## src/verilog/pis_pkg.sv

```systemverilog
// Package for the PWM interrupt status block: offsets, bit layout, reset values
`default_nettype none
package pis_pkg;
   // ***************************************************************
   // Register map (byte addresses)
   // ***************************************************************
   localparam logic [11:0] OFS_IRQ_ENABLE = 12'h110;
   localparam logic [11:0] OFS_RAW_STATUS = 12'h114;
   localparam logic [11:0] OFS_MASKED_STATUS = 12'h118;
   localparam logic [11:0] OFS_IRQ_CLEAR = 12'h11c;
   localparam logic [31:0] RESET_STATUS = 32'h0000_0000;
   localparam logic [31:0] RESET_ENABLE = 32'h0000_0000;
   localparam logic [31:0] READ_UNMAPPED = 32'h0000_0000;

   // ***************************************************************
   // Bit positions of the event sources
   // ***************************************************************
   localparam int BIT_TIMER_HALT = 0;
   localparam int BIT_TIMER_ZERO = 3;
   localparam int BIT_TIMER_PERIOD = 6;
   localparam int BIT_FAULT_BEGIN = 9;
   localparam int BIT_FAULT_END = 12;
   localparam int BIT_TRIP_A = 15;
   localparam int BIT_TRIP_B = 18;
   localparam int BIT_CBC = 21;
   localparam int BIT_OST = 24;
   localparam int BIT_CAPTURE = 27;
   localparam logic [31:0] USED_BITS = 32'h3fff_ffff;

   typedef struct packed {
      logic [2:0] timer_period_match_event;
      logic [2:0] timer_zero_event;
      logic [2:0] timer_halt_event;
      logic [2:0] fault_begin_event;
      logic [2:0] fault_end_event;
      logic [2:0] operator_trip_a_event;
      logic [2:0] operator_trip_b_event;
      logic [2:0] cycle_by_cycle_trip;
      logic [2:0] one_shot_trip;
      logic [2:0] capture_event;
   } pis_events_s;

   typedef struct packed {
      logic [31:0] raw;
      logic [31:0] enable;
      logic [31:0] rdata;
      logic irq;
   } pis_state_s;
endpackage : pis_pkg
`default_nettype wire

```

## src/verilog/pis_top.sv

```systemverilog
// PWM interrupt status block: raw flags, enable mask, masked view, clear
//
// Functional notes
// - Timer 0 period match sets its raw flag regardless of enable.
// - Each timer 0..2 zero-count event sets its own raw flag.
// - Each timer 0..2 stop sets its own raw flag.
// - Masked status reads at 0x118, 32-bit read-only, zero after reset.
// - Capture channels 0..2 each have a masked status bit.
// - One-shot trip on outputs 0..2 each have a masked status bit.
// - Cycle-by-cycle trip on outputs 0..2 each have a masked bit.
// - Operator 0..2 B-side trip events each have a masked bit.
// - Operator 0..2 A-side trip events each have a masked bit.
// - Fault inputs 0..2 ending each have a masked bit.
// - Fault inputs beginning each have a masked bit.
// - Writing one to a clear bit drops raw and masked flags, unless an event sets that bit in the same cycle.
//
// The strobed register port was decided locally.
`timescale 1ns/1ps
`default_nettype none
module pis_top (
   input wire logic mclk,
   input wire logic reset_n,
   input wire logic clk_en,
   input wire pis_pkg::pis_events_s events,
   input wire logic [11:0] addr,
   input wire logic [31:0] wdata,
   input wire logic wr_stb,
   input wire logic rd_stb,
   output logic [31:0] rdata,
   output logic irq
);
   // ***************************************************************
   // Register select
   // ***************************************************************
   typedef enum logic [2:0] {
      PIS_SEL_NONE = 3'b000,
      PIS_SEL_ENABLE = 3'b001,
      PIS_SEL_RAW = 3'b010,
      PIS_SEL_MASKED = 3'b011,
      PIS_SEL_CLEAR = 3'b100
   } pis_sel_e;

   // Unmapped addresses decode to none, so stray writes change nothing
   function automatic pis_sel_e decode_reg(input logic [11:0] a);
      pis_sel_e s;
      if (a == pis_pkg::OFS_IRQ_ENABLE) begin
         s = PIS_SEL_ENABLE;
      end else if (a == pis_pkg::OFS_RAW_STATUS) begin
         s = PIS_SEL_RAW;
      end else if (a == pis_pkg::OFS_MASKED_STATUS) begin
         s = PIS_SEL_MASKED;
      end else if (a == pis_pkg::OFS_IRQ_CLEAR) begin
         s = PIS_SEL_CLEAR;
      end else begin
         s = PIS_SEL_NONE;
      end
      return s;
   endfunction

   // ***************************************************************
   // Event packing
   // ***************************************************************
   // Events are same-clock one-cycle strobes, so no synchroniser is needed
   function automatic logic [31:0] pack_events(input pis_pkg::pis_events_s e);
      logic [31:0] v;
      v = 32'h0000_0000;

      v[pis_pkg::BIT_TIMER_HALT + 0] = e.timer_halt_event[0];
      v[pis_pkg::BIT_TIMER_HALT + 1] = e.timer_halt_event[1];
      v[pis_pkg::BIT_TIMER_HALT + 2] = e.timer_halt_event[2];

      v[pis_pkg::BIT_TIMER_ZERO + 0] = e.timer_zero_event[0];
      v[pis_pkg::BIT_TIMER_ZERO + 1] = e.timer_zero_event[1];
      v[pis_pkg::BIT_TIMER_ZERO + 2] = e.timer_zero_event[2];

      v[pis_pkg::BIT_TIMER_PERIOD + 0] = e.timer_period_match_event[0];
      v[pis_pkg::BIT_TIMER_PERIOD + 1] = e.timer_period_match_event[1];
      v[pis_pkg::BIT_TIMER_PERIOD + 2] = e.timer_period_match_event[2];

      v[pis_pkg::BIT_FAULT_BEGIN + 0] = e.fault_begin_event[0];
      v[pis_pkg::BIT_FAULT_BEGIN + 1] = e.fault_begin_event[1];
      v[pis_pkg::BIT_FAULT_BEGIN + 2] = e.fault_begin_event[2];

      v[pis_pkg::BIT_FAULT_END + 0] = e.fault_end_event[0];
      v[pis_pkg::BIT_FAULT_END + 1] = e.fault_end_event[1];
      v[pis_pkg::BIT_FAULT_END + 2] = e.fault_end_event[2];

      v[pis_pkg::BIT_TRIP_A + 0] = e.operator_trip_a_event[0];
      v[pis_pkg::BIT_TRIP_A + 1] = e.operator_trip_a_event[1];
      v[pis_pkg::BIT_TRIP_A + 2] = e.operator_trip_a_event[2];

      v[pis_pkg::BIT_TRIP_B + 0] = e.operator_trip_b_event[0];
      v[pis_pkg::BIT_TRIP_B + 1] = e.operator_trip_b_event[1];
      v[pis_pkg::BIT_TRIP_B + 2] = e.operator_trip_b_event[2];

      v[pis_pkg::BIT_CBC + 0] = e.cycle_by_cycle_trip[0];
      v[pis_pkg::BIT_CBC + 1] = e.cycle_by_cycle_trip[1];
      v[pis_pkg::BIT_CBC + 2] = e.cycle_by_cycle_trip[2];

      v[pis_pkg::BIT_OST + 0] = e.one_shot_trip[0];
      v[pis_pkg::BIT_OST + 1] = e.one_shot_trip[1];
      v[pis_pkg::BIT_OST + 2] = e.one_shot_trip[2];

      v[pis_pkg::BIT_CAPTURE + 0] = e.capture_event[0];
      v[pis_pkg::BIT_CAPTURE + 1] = e.capture_event[1];
      v[pis_pkg::BIT_CAPTURE + 2] = e.capture_event[2];

      return v;
   endfunction

   // ***************************************************************
   // Flag helpers
   // ***************************************************************
   // Set wins: a clear that lands with a new event must not lose it
   function automatic logic [2:0] group_next(
      input logic [2:0] cur,
      input logic [2:0] set,
      input logic [2:0] clr
   );
      return (cur & ~clr) | set;
   endfunction

   function automatic logic [31:0] clear_bits(
      input logic wr,
      input pis_sel_e sel,
      input logic [31:0] d
   );
      logic [31:0] v;
      v = 32'h0000_0000;
      if (wr && sel == PIS_SEL_CLEAR) begin
         v = d & pis_pkg::USED_BITS;
      end
      return v;
   endfunction

   // Unused bits never latch, so they cannot hold the line high
   function automatic logic [31:0] enable_next(
      input logic [31:0] cur,
      input logic wr,
      input pis_sel_e sel,
      input logic [31:0] d
   );
      logic [31:0] v;
      v = cur;
      if (wr && sel == PIS_SEL_ENABLE) begin
         v = d & pis_pkg::USED_BITS;
      end
      return v;
   endfunction

   function automatic logic [31:0] masked_view(
      input logic [31:0] raw,
      input logic [31:0] en
   );
      return raw & en;
   endfunction

   // Reads see the state before this cycle's updates
   function automatic logic [31:0] read_word(
      input logic rd,
      input pis_sel_e sel,
      input logic [31:0] raw,
      input logic [31:0] en
   );
      logic [31:0] v;
      v = pis_pkg::READ_UNMAPPED;
      if (rd) begin
         if (sel == PIS_SEL_ENABLE) begin
            v = en;
         end else if (sel == PIS_SEL_RAW) begin
            v = raw;
         end else if (sel == PIS_SEL_MASKED) begin
            v = masked_view(raw, en);
         end else begin
            // Clear register is write-only and reads zero
            v = pis_pkg::READ_UNMAPPED;
         end
      end
      return v;
   endfunction

   pis_pkg::pis_state_s state;
   pis_pkg::pis_state_s next_state;
   pis_sel_e sel;
   logic [31:0] set_vec;
   logic [31:0] clr_vec;
   logic [31:0] masked;

   // ***************************************************************
   // Next state
   // ***************************************************************
   always_comb begin
      next_state = state;
      sel = decode_reg(addr);
      set_vec = pack_events(events);
      clr_vec = clear_bits(wr_stb, sel, wdata);

      next_state.raw[pis_pkg::BIT_TIMER_HALT +: 3] = group_next(
         state.raw[pis_pkg::BIT_TIMER_HALT +: 3],
         set_vec[pis_pkg::BIT_TIMER_HALT +: 3],
         clr_vec[pis_pkg::BIT_TIMER_HALT +: 3]);

      next_state.raw[pis_pkg::BIT_TIMER_ZERO +: 3] = group_next(
         state.raw[pis_pkg::BIT_TIMER_ZERO +: 3],
         set_vec[pis_pkg::BIT_TIMER_ZERO +: 3],
         clr_vec[pis_pkg::BIT_TIMER_ZERO +: 3]);

      next_state.raw[pis_pkg::BIT_TIMER_PERIOD +: 3] = group_next(
         state.raw[pis_pkg::BIT_TIMER_PERIOD +: 3],
         set_vec[pis_pkg::BIT_TIMER_PERIOD +: 3],
         clr_vec[pis_pkg::BIT_TIMER_PERIOD +: 3]);

      next_state.raw[pis_pkg::BIT_FAULT_BEGIN +: 3] = group_next(
         state.raw[pis_pkg::BIT_FAULT_BEGIN +: 3],
         set_vec[pis_pkg::BIT_FAULT_BEGIN +: 3],
         clr_vec[pis_pkg::BIT_FAULT_BEGIN +: 3]);

      next_state.raw[pis_pkg::BIT_FAULT_END +: 3] = group_next(
         state.raw[pis_pkg::BIT_FAULT_END +: 3],
         set_vec[pis_pkg::BIT_FAULT_END +: 3],
         clr_vec[pis_pkg::BIT_FAULT_END +: 3]);

      next_state.raw[pis_pkg::BIT_TRIP_A +: 3] = group_next(
         state.raw[pis_pkg::BIT_TRIP_A +: 3],
         set_vec[pis_pkg::BIT_TRIP_A +: 3],
         clr_vec[pis_pkg::BIT_TRIP_A +: 3]);

      next_state.raw[pis_pkg::BIT_TRIP_B +: 3] = group_next(
         state.raw[pis_pkg::BIT_TRIP_B +: 3],
         set_vec[pis_pkg::BIT_TRIP_B +: 3],
         clr_vec[pis_pkg::BIT_TRIP_B +: 3]);

      next_state.raw[pis_pkg::BIT_CBC +: 3] = group_next(
         state.raw[pis_pkg::BIT_CBC +: 3],
         set_vec[pis_pkg::BIT_CBC +: 3],
         clr_vec[pis_pkg::BIT_CBC +: 3]);

      next_state.raw[pis_pkg::BIT_OST +: 3] = group_next(
         state.raw[pis_pkg::BIT_OST +: 3],
         set_vec[pis_pkg::BIT_OST +: 3],
         clr_vec[pis_pkg::BIT_OST +: 3]);

      next_state.raw[pis_pkg::BIT_CAPTURE +: 3] = group_next(
         state.raw[pis_pkg::BIT_CAPTURE +: 3],
         set_vec[pis_pkg::BIT_CAPTURE +: 3],
         clr_vec[pis_pkg::BIT_CAPTURE +: 3]);

      // Top two bits have no source and stay clear
      next_state.raw[31:30] = 2'b00;

      next_state.enable = enable_next(state.enable, wr_stb, sel, wdata);

      masked = masked_view(next_state.raw, next_state.enable);
      next_state.irq = |masked;

      next_state.rdata = read_word(rd_stb, sel, state.raw, state.enable);
   end

   // ***************************************************************
   // State register
   // ***************************************************************
   always_ff @(posedge mclk) begin
      if (!reset_n) begin
         state.raw <= pis_pkg::RESET_STATUS;
         state.enable <= pis_pkg::RESET_ENABLE;
         state.rdata <= pis_pkg::READ_UNMAPPED;
         state.irq <= 1'b0;
      end else if (clk_en) begin
         state <= next_state;
      end
   end

   assign rdata = state.rdata;
   assign irq = state.irq;
endmodule // pis_top
`default_nettype wire

```

## config.mk

```make
export PLATFORM = sky130hd
export DESIGN_NAME = pis_top
export DESIGN_NICKNAME = d
export VERILOG_FILES = /design/src/verilog/pis_pkg.sv /design/src/verilog/pis_top.sv
export SDC_FILE = /design/constraint.sdc
export NUM_CORES = 1
export LEC_CHECK = 0
export ABC_AREA = 1
export BUFFER_PORTS_ARGS = -buffer_cell sky130_fd_sc_hd__buf_2
export CAP_MARGIN = 20
export CORE_UTILIZATION = 50
export CTS_BUF_LIST = sky130_fd_sc_hd__clkbuf_16
export CTS_CLUSTER_SIZE = 20
export DETAILED_ROUTE_END_ITERATION = 12
export GPL_ROUTABILITY_DRIVEN = 0
export PLACE_DENSITY = 0.82
export SYNTH_ARGS = -nofsm -noshare
export SYNTH_HDL_FRONTEND = slang
export SYNTH_SLANG_ARGS = --single-unit
```

## constraint.sdc

```tcl
create_clock -name mclk -period 1.4 [get_ports mclk]
set_input_delay 0.07 -clock mclk [delete_from_list [all_inputs] [get_ports mclk]]
set_output_delay 0.07 -clock mclk [all_outputs]
set_load 0.05 [all_outputs]
```

After elaboration in Yosys (flattened, before gate mapping):

Cells that the tools add are included.

* equal/unequal tests: 8
* muxes and demuxes: 10
* bitwise logic cells: 32
* reduce and logical (&&, ||, !) cells: 3

Operators with widths (number)
* $mux 32: 5
* $and 30x32->32: 2
* $eq 12x9->1 const B: 4
* $reduce_or 32->1: 1
* $and 3x3->3: 10
* $mux 30: 1
* $not 3->3: 10
* $or 3x3->3: 10
* $mux 3: 4
* $eq 3x2->1 const B: 2
* $eq 3x1->1 const B: 1
* $eq 3x3->1 const B: 1
* $logic_and 1x1->1: 2

* flip-flop bits (word level): 95
* bits of input ports: 79
* logic and storage cells: 57

Logic depth before layout (Yosys ltp):

* word-level depth: 13
* depth in mapped cells: 14
* mapped depth without buffers: 13

Least setup slack after synthesis:

Ideal clock, no wire load.

* kind: input to register
* start: input port addr[8]
* end: register, netlist name irq
* arrival: 1.221 ns
* data required time: 1.280 ns
* path slack: 0.058 ns
* stages: 14
* path buffers: 2
* cells stage by stage: inv_1 > nor2_1 > and2_1 > buf_2 > nand3_4 > buf_6 > nand2_1 > nand2_1 > nand2_1 > nand2_1 > nor2_1 > nand2_1 > nor2_1 > a21oi_1

* cells in the longest elaborated chain, start to end: 13
* elaborated cells on any way between the ends: 46
* classes of those cells: eq/ne: 6; mux: 6; bitwise: 31; reduce/logical: 3

RTL lines
* from (decl): RTL line pis_top.sv:25 `input wire logic [11:0] addr,`
* $eq 12x9->1: RTL line pis_top.sv:52 `end else if (a == pis_pkg::OFS_IRQ_CLEAR) begin`
* $mux 3: RTL line pis_top.sv:52
* $mux 3: RTL line pis_top.sv:50 `end else if (a == pis_pkg::OFS_MASKED_STATUS) begin`
* $mux 3: RTL line pis_top.sv:48 `end else if (a == pis_pkg::OFS_RAW_STATUS) begin`
* $mux 3 *: RTL line pis_top.sv:46 `if (a == pis_pkg::OFS_IRQ_ENABLE) begin`
* $eq 3x3->1: RTL line pis_top.sv:130 `if (wr && sel == PIS_SEL_CLEAR) begin`
* $logic_and 1x1->1: RTL line pis_top.sv:130
* $mux 30: RTL line pis_top.sv:130
* $not 3->3: RTL line pis_top.sv:120 `return (cur & ~clr) | set;`
* $and 3x3->3: RTL line pis_top.sv:120
* $or 3x3->3: RTL line pis_top.sv:120
* $and 30x32->32 *: RTL line pis_top.sv:155 `return raw & en;`
* $reduce_or 32->1 *: RTL line pis_top.sv:254 `next_state.irq = |masked;`

Mark *: on every way between the ends. The rest lies on a longest branch, timed or not.
A chain may end at the register's enable or synchronous reset.

Worst setup path in the final report:

* start: input port addr[0]
* end: register, netlist name irq

* cells in the longest elaborated chain, start to end: 13
* elaborated cells on any way between the ends: 46
* classes of those cells: eq/ne: 6; mux: 6; bitwise: 31; reduce/logical: 3

RTL lines (RTL line)
* $eq 12x9->1: pis_top.sv:52
* $mux 3: pis_top.sv:52
* $mux 3: pis_top.sv:50
* $mux 3: pis_top.sv:48
* $mux 3 *: pis_top.sv:46
* $eq 3x3->1: pis_top.sv:130
* $logic_and 1x1->1: pis_top.sv:130
* $mux 30: pis_top.sv:130
* $not 3->3: pis_top.sv:120
* $and 3x3->3: pis_top.sv:120
* $or 3x3->3: pis_top.sv:120
* $and 30x32->32 *: pis_top.sv:155
* $reduce_or 32->1 *: pis_top.sv:254

Marks and branches as above.

==> results.sh <==
export IMPL_clock_sinks=91
export IMPL_grt_max_degree=86
export IMPL_start_kind="primary input"
export IMPL_met3_usage_pct=5.32
export IMPL_yosys_most_used_dff="dfxtp_1"
export IMPL_synthMostInstantiatedCell="nand2_1"
export IMPL_ios=112
export IMPL_track_usage_pct=26.4
export IMPL_yosys_warnings=0
export IMPL_hold_path_class="in -> reg"
export IMPL_timing_hold_ws_ns=0.0219
export IMPL_power_density_nw_per_um2=987
export IMPL_fillers=971
export IMPL_crit_top_cell="nand2_1"
export IMPL_synth_area_sq_um=5330
export IMPL_numPortBuffers=107
export IMPL_die_y_microns=105
export IMPL_slowest_delay_ns=0.17
export IMPL_post_route_util_pct=61.6
export IMPL_crit_family="simple AND/OR/NAND/NOR gates"
export IMPL_grt_pass1_vias=5070
export IMPL_dieArea_sq_um=11100
export IMPL_grt_overflow=0
export IMPL_timing_fmax_mhz=663
export IMPL_cts_hold_buf=0
export IMPL_drc=0
export IMPL_antenna_left=0
export IMPL_skew_ns=0.00500
export IMPL_crit_buf_inv=3
export IMPL_gr_max_usage_layer="met2"
export IMPL_die_x_microns=105
export IMPL_post_route_period_util_pct=108
export IMPL_ys_seq_area_share_pct=34.2
export IMPL_critPathKind="in -> reg"
export IMPL_clock_latency_ns=0.34
export IMPL_critical_path_max_fanout=8
export IMPL_critPathArrivalTime_ns=1.73
export IMPL_setup_viol=1
export IMPL_async_reset_ff_share_pct=0
export IMPL_nNetsFinal=1011
export IMPL_maxCapViolations=0
export IMPL_dpl_instance_area_sq_um=5830
export IMPL_rsz0062_at_grt="true"
export IMPL_critPathLaunch="addr[0]"
export IMPL_vias_per_cell=5.27
export IMPL_core_area_sq_um=10300
export IMPL_fin_ws_ns=-0.109
export IMPL_antenna_found_initial=0
export IMPL_first_pass_iters=7
export IMPL_fin_area_sq_um=6360
export IMPL_wl_per_cell_microns=14.3
export IMPL_antenna_cells=0
export IMPL_cp_data_required_time_ns=1.62
export IMPL_violations="setup timing"
export IMPL_cp_slowest_cell="nor2_1"
export IMPL_slew_violations=0
export IMPL_ys_ff_latch=91
export IMPL_vdd_drop_max_mv=0.631
export IMPL_htree_levels=3
export IMPL_totalWireLength_microns=15400
export IMPL_path_clk_slew_ns=0.07
export IMPL_drt_iter0_drc=372
export IMPL_syn_inst=865
export IMPL_root_buffer="clkbuf_16"
export IMPL_initial_utilization_pct=51.6
export IMPL_reg2reg_from="state[65]"
export IMPL_status="complete, but fails checks"
export IMPL_cts_made_buffers=9
export IMPL_hold_violations=0
export IMPL_grt_pass1_wl_microns=23400
export IMPL_cp_cell_sequence="buf_2, nor2_4, nand2_2, nor2_4, buf_6, clkbuf_16, nand3_1, nand2_1, nand2_1, nand2_2, nand2_1, nor2_1, nand2_1, nor2_1, a21oi_1"
export IMPL_cts_tree="built"
export IMPL_ys_top_cells_by_area="dfxtp_1, nand2_1, inv_1"
export IMPL_period_minus_slack_ns=1.51
export IMPL_area_growth_pct=19.3
export IMPL_grtUsageMet1_pct=33.6
export IMPL_drive_above_1_share_pct=19.2
export IMPL_synth_top_area_share_pct=34.2
export IMPL_synth_edff_count=0
export IMPL_critPathCaptureType="flop"
export IMPL_grt_use_met2_pct=43.8
export IMPL_synth_cell_types=26
export IMPL_hold_start="reset_n"
export IMPL_dp_hpwl_microns=9360
export IMPL_synth_area_per_cell_sq_um=6.16
export IMPL_p_leak_nw=3.49
export IMPL_cts_buffer_depth=2
export IMPL_rows=37
export IMPL_yosys_area_top_type="dfxtp_1"
export IMPL_synthTopCellsByCount="nand2_1, inv_1, dfxtp_1, a21oi_1, o21ai_0"
export IMPL_num_vias=5651
-- metal layers --
metal / part of all wire (%) / wire (microns)
met5: 0 / 0
met4: 3.2 / 494
met3: 8.8 / 1350
met2: 47 / 7180
met1: 41 / 6330
-- kinds of logic (layout without fill, tap and decap cells) --
| family | count (synthesis) | after routing | share of synthesized area, % |
|---|---|---|---|
| AND/OR/NAND/NOR | 344 | 344 | 28.0 |
| other | 1 | 2 | 0.0704 |
| flip-flops | 91 | 91 | 34.2 |
| buffers and inverters | 245 | 316 | 20.3 |
| AO/OA/AOI/OAI | 184 | 184 | 17.5 |
-- area by class of cell --
class	count	area (sq um)	area share, %
clock buffer	9	225	3.54
multi-input combinational	530	2490	39.2
timing repair buffer	141	961	15.1
sequential	91	1820	28.7
inverter	159	598	9.41
clock inverter	7	92.6	1.46
tap	136	170	2.68
-- registers in the layout (all words and copies together), names as in the netlist --
register  cells
irq           1
rdata        30
state        60
-- final timing paths --
check / to / slack, ns / cells after the start
worst max register to register: irq / 0.20 / 8
worst min-delay path: state[42] / 0.02 / 3
worst min register to register: rdata[28] / 0.46 / 2
worst max-delay path: irq / -0.11 / 15
-- layout by cell type, fill, tap and decap left out, drive strengths merged --
cell type	instances
nand3	63
nand4	28
bufinv	2
a221oi	1
clkinv	3
nor2	20
a21oi	89
buf	139
and2	1
o211ai	1
nor3	1
inv	160
o21ai	93
clkinvlp	1
nand2	231
clkbuf	11
conb	2
dfxtp	91
-- power breakdown --
| group | internal, W | switching (W) | leakage, nW | total [W] |
|---|---|---|---|---|
| registers | 0.00271 | 0.0000668 | 0.748 | 0.00278 |
| clock network | 0.00156 | 0.00105 | 0.155 | 0.00261 |
| logic | 0.000324 | 0.000565 | 2.59 | 0.000889 |
| total | 0.00460 | 0.00168 | 3.49 | 0.00628 |
-- what timing repair did --
item,CTS,global route
resized for setup,0,24
setup buffers,0,7
setup endpoints to repair,0,1
-- stage by stage --
step,cells,setup WS (ns),TNS [ns],total power (W)
3_5_place_dp,1046,-0.216,-3.59,0.00367
2_1_floorplan,866,0.0585,0,0.00337
6_report,1073,-0.109,-0.109,0.00628
5_1_grt,1073,-0.218,-0.227,0.00654
4_1_cts,1062,0.0789,0,0.00625
3_3_place_gp,1046,-0.189,-2.77,0.00365
-- worst reg2reg max path: stages (launching register included) --
cell and delay (ns):
dfxtp_1 0.31, nand2_1 0.06, nand2_1 0.08, nand2_2 0.09, nand2_1 0.07, nor2_1 0.13
nand2_1 0.07, nor2_1 0.17, a21oi_1 0.11
(Power assumes the default switching activity.)
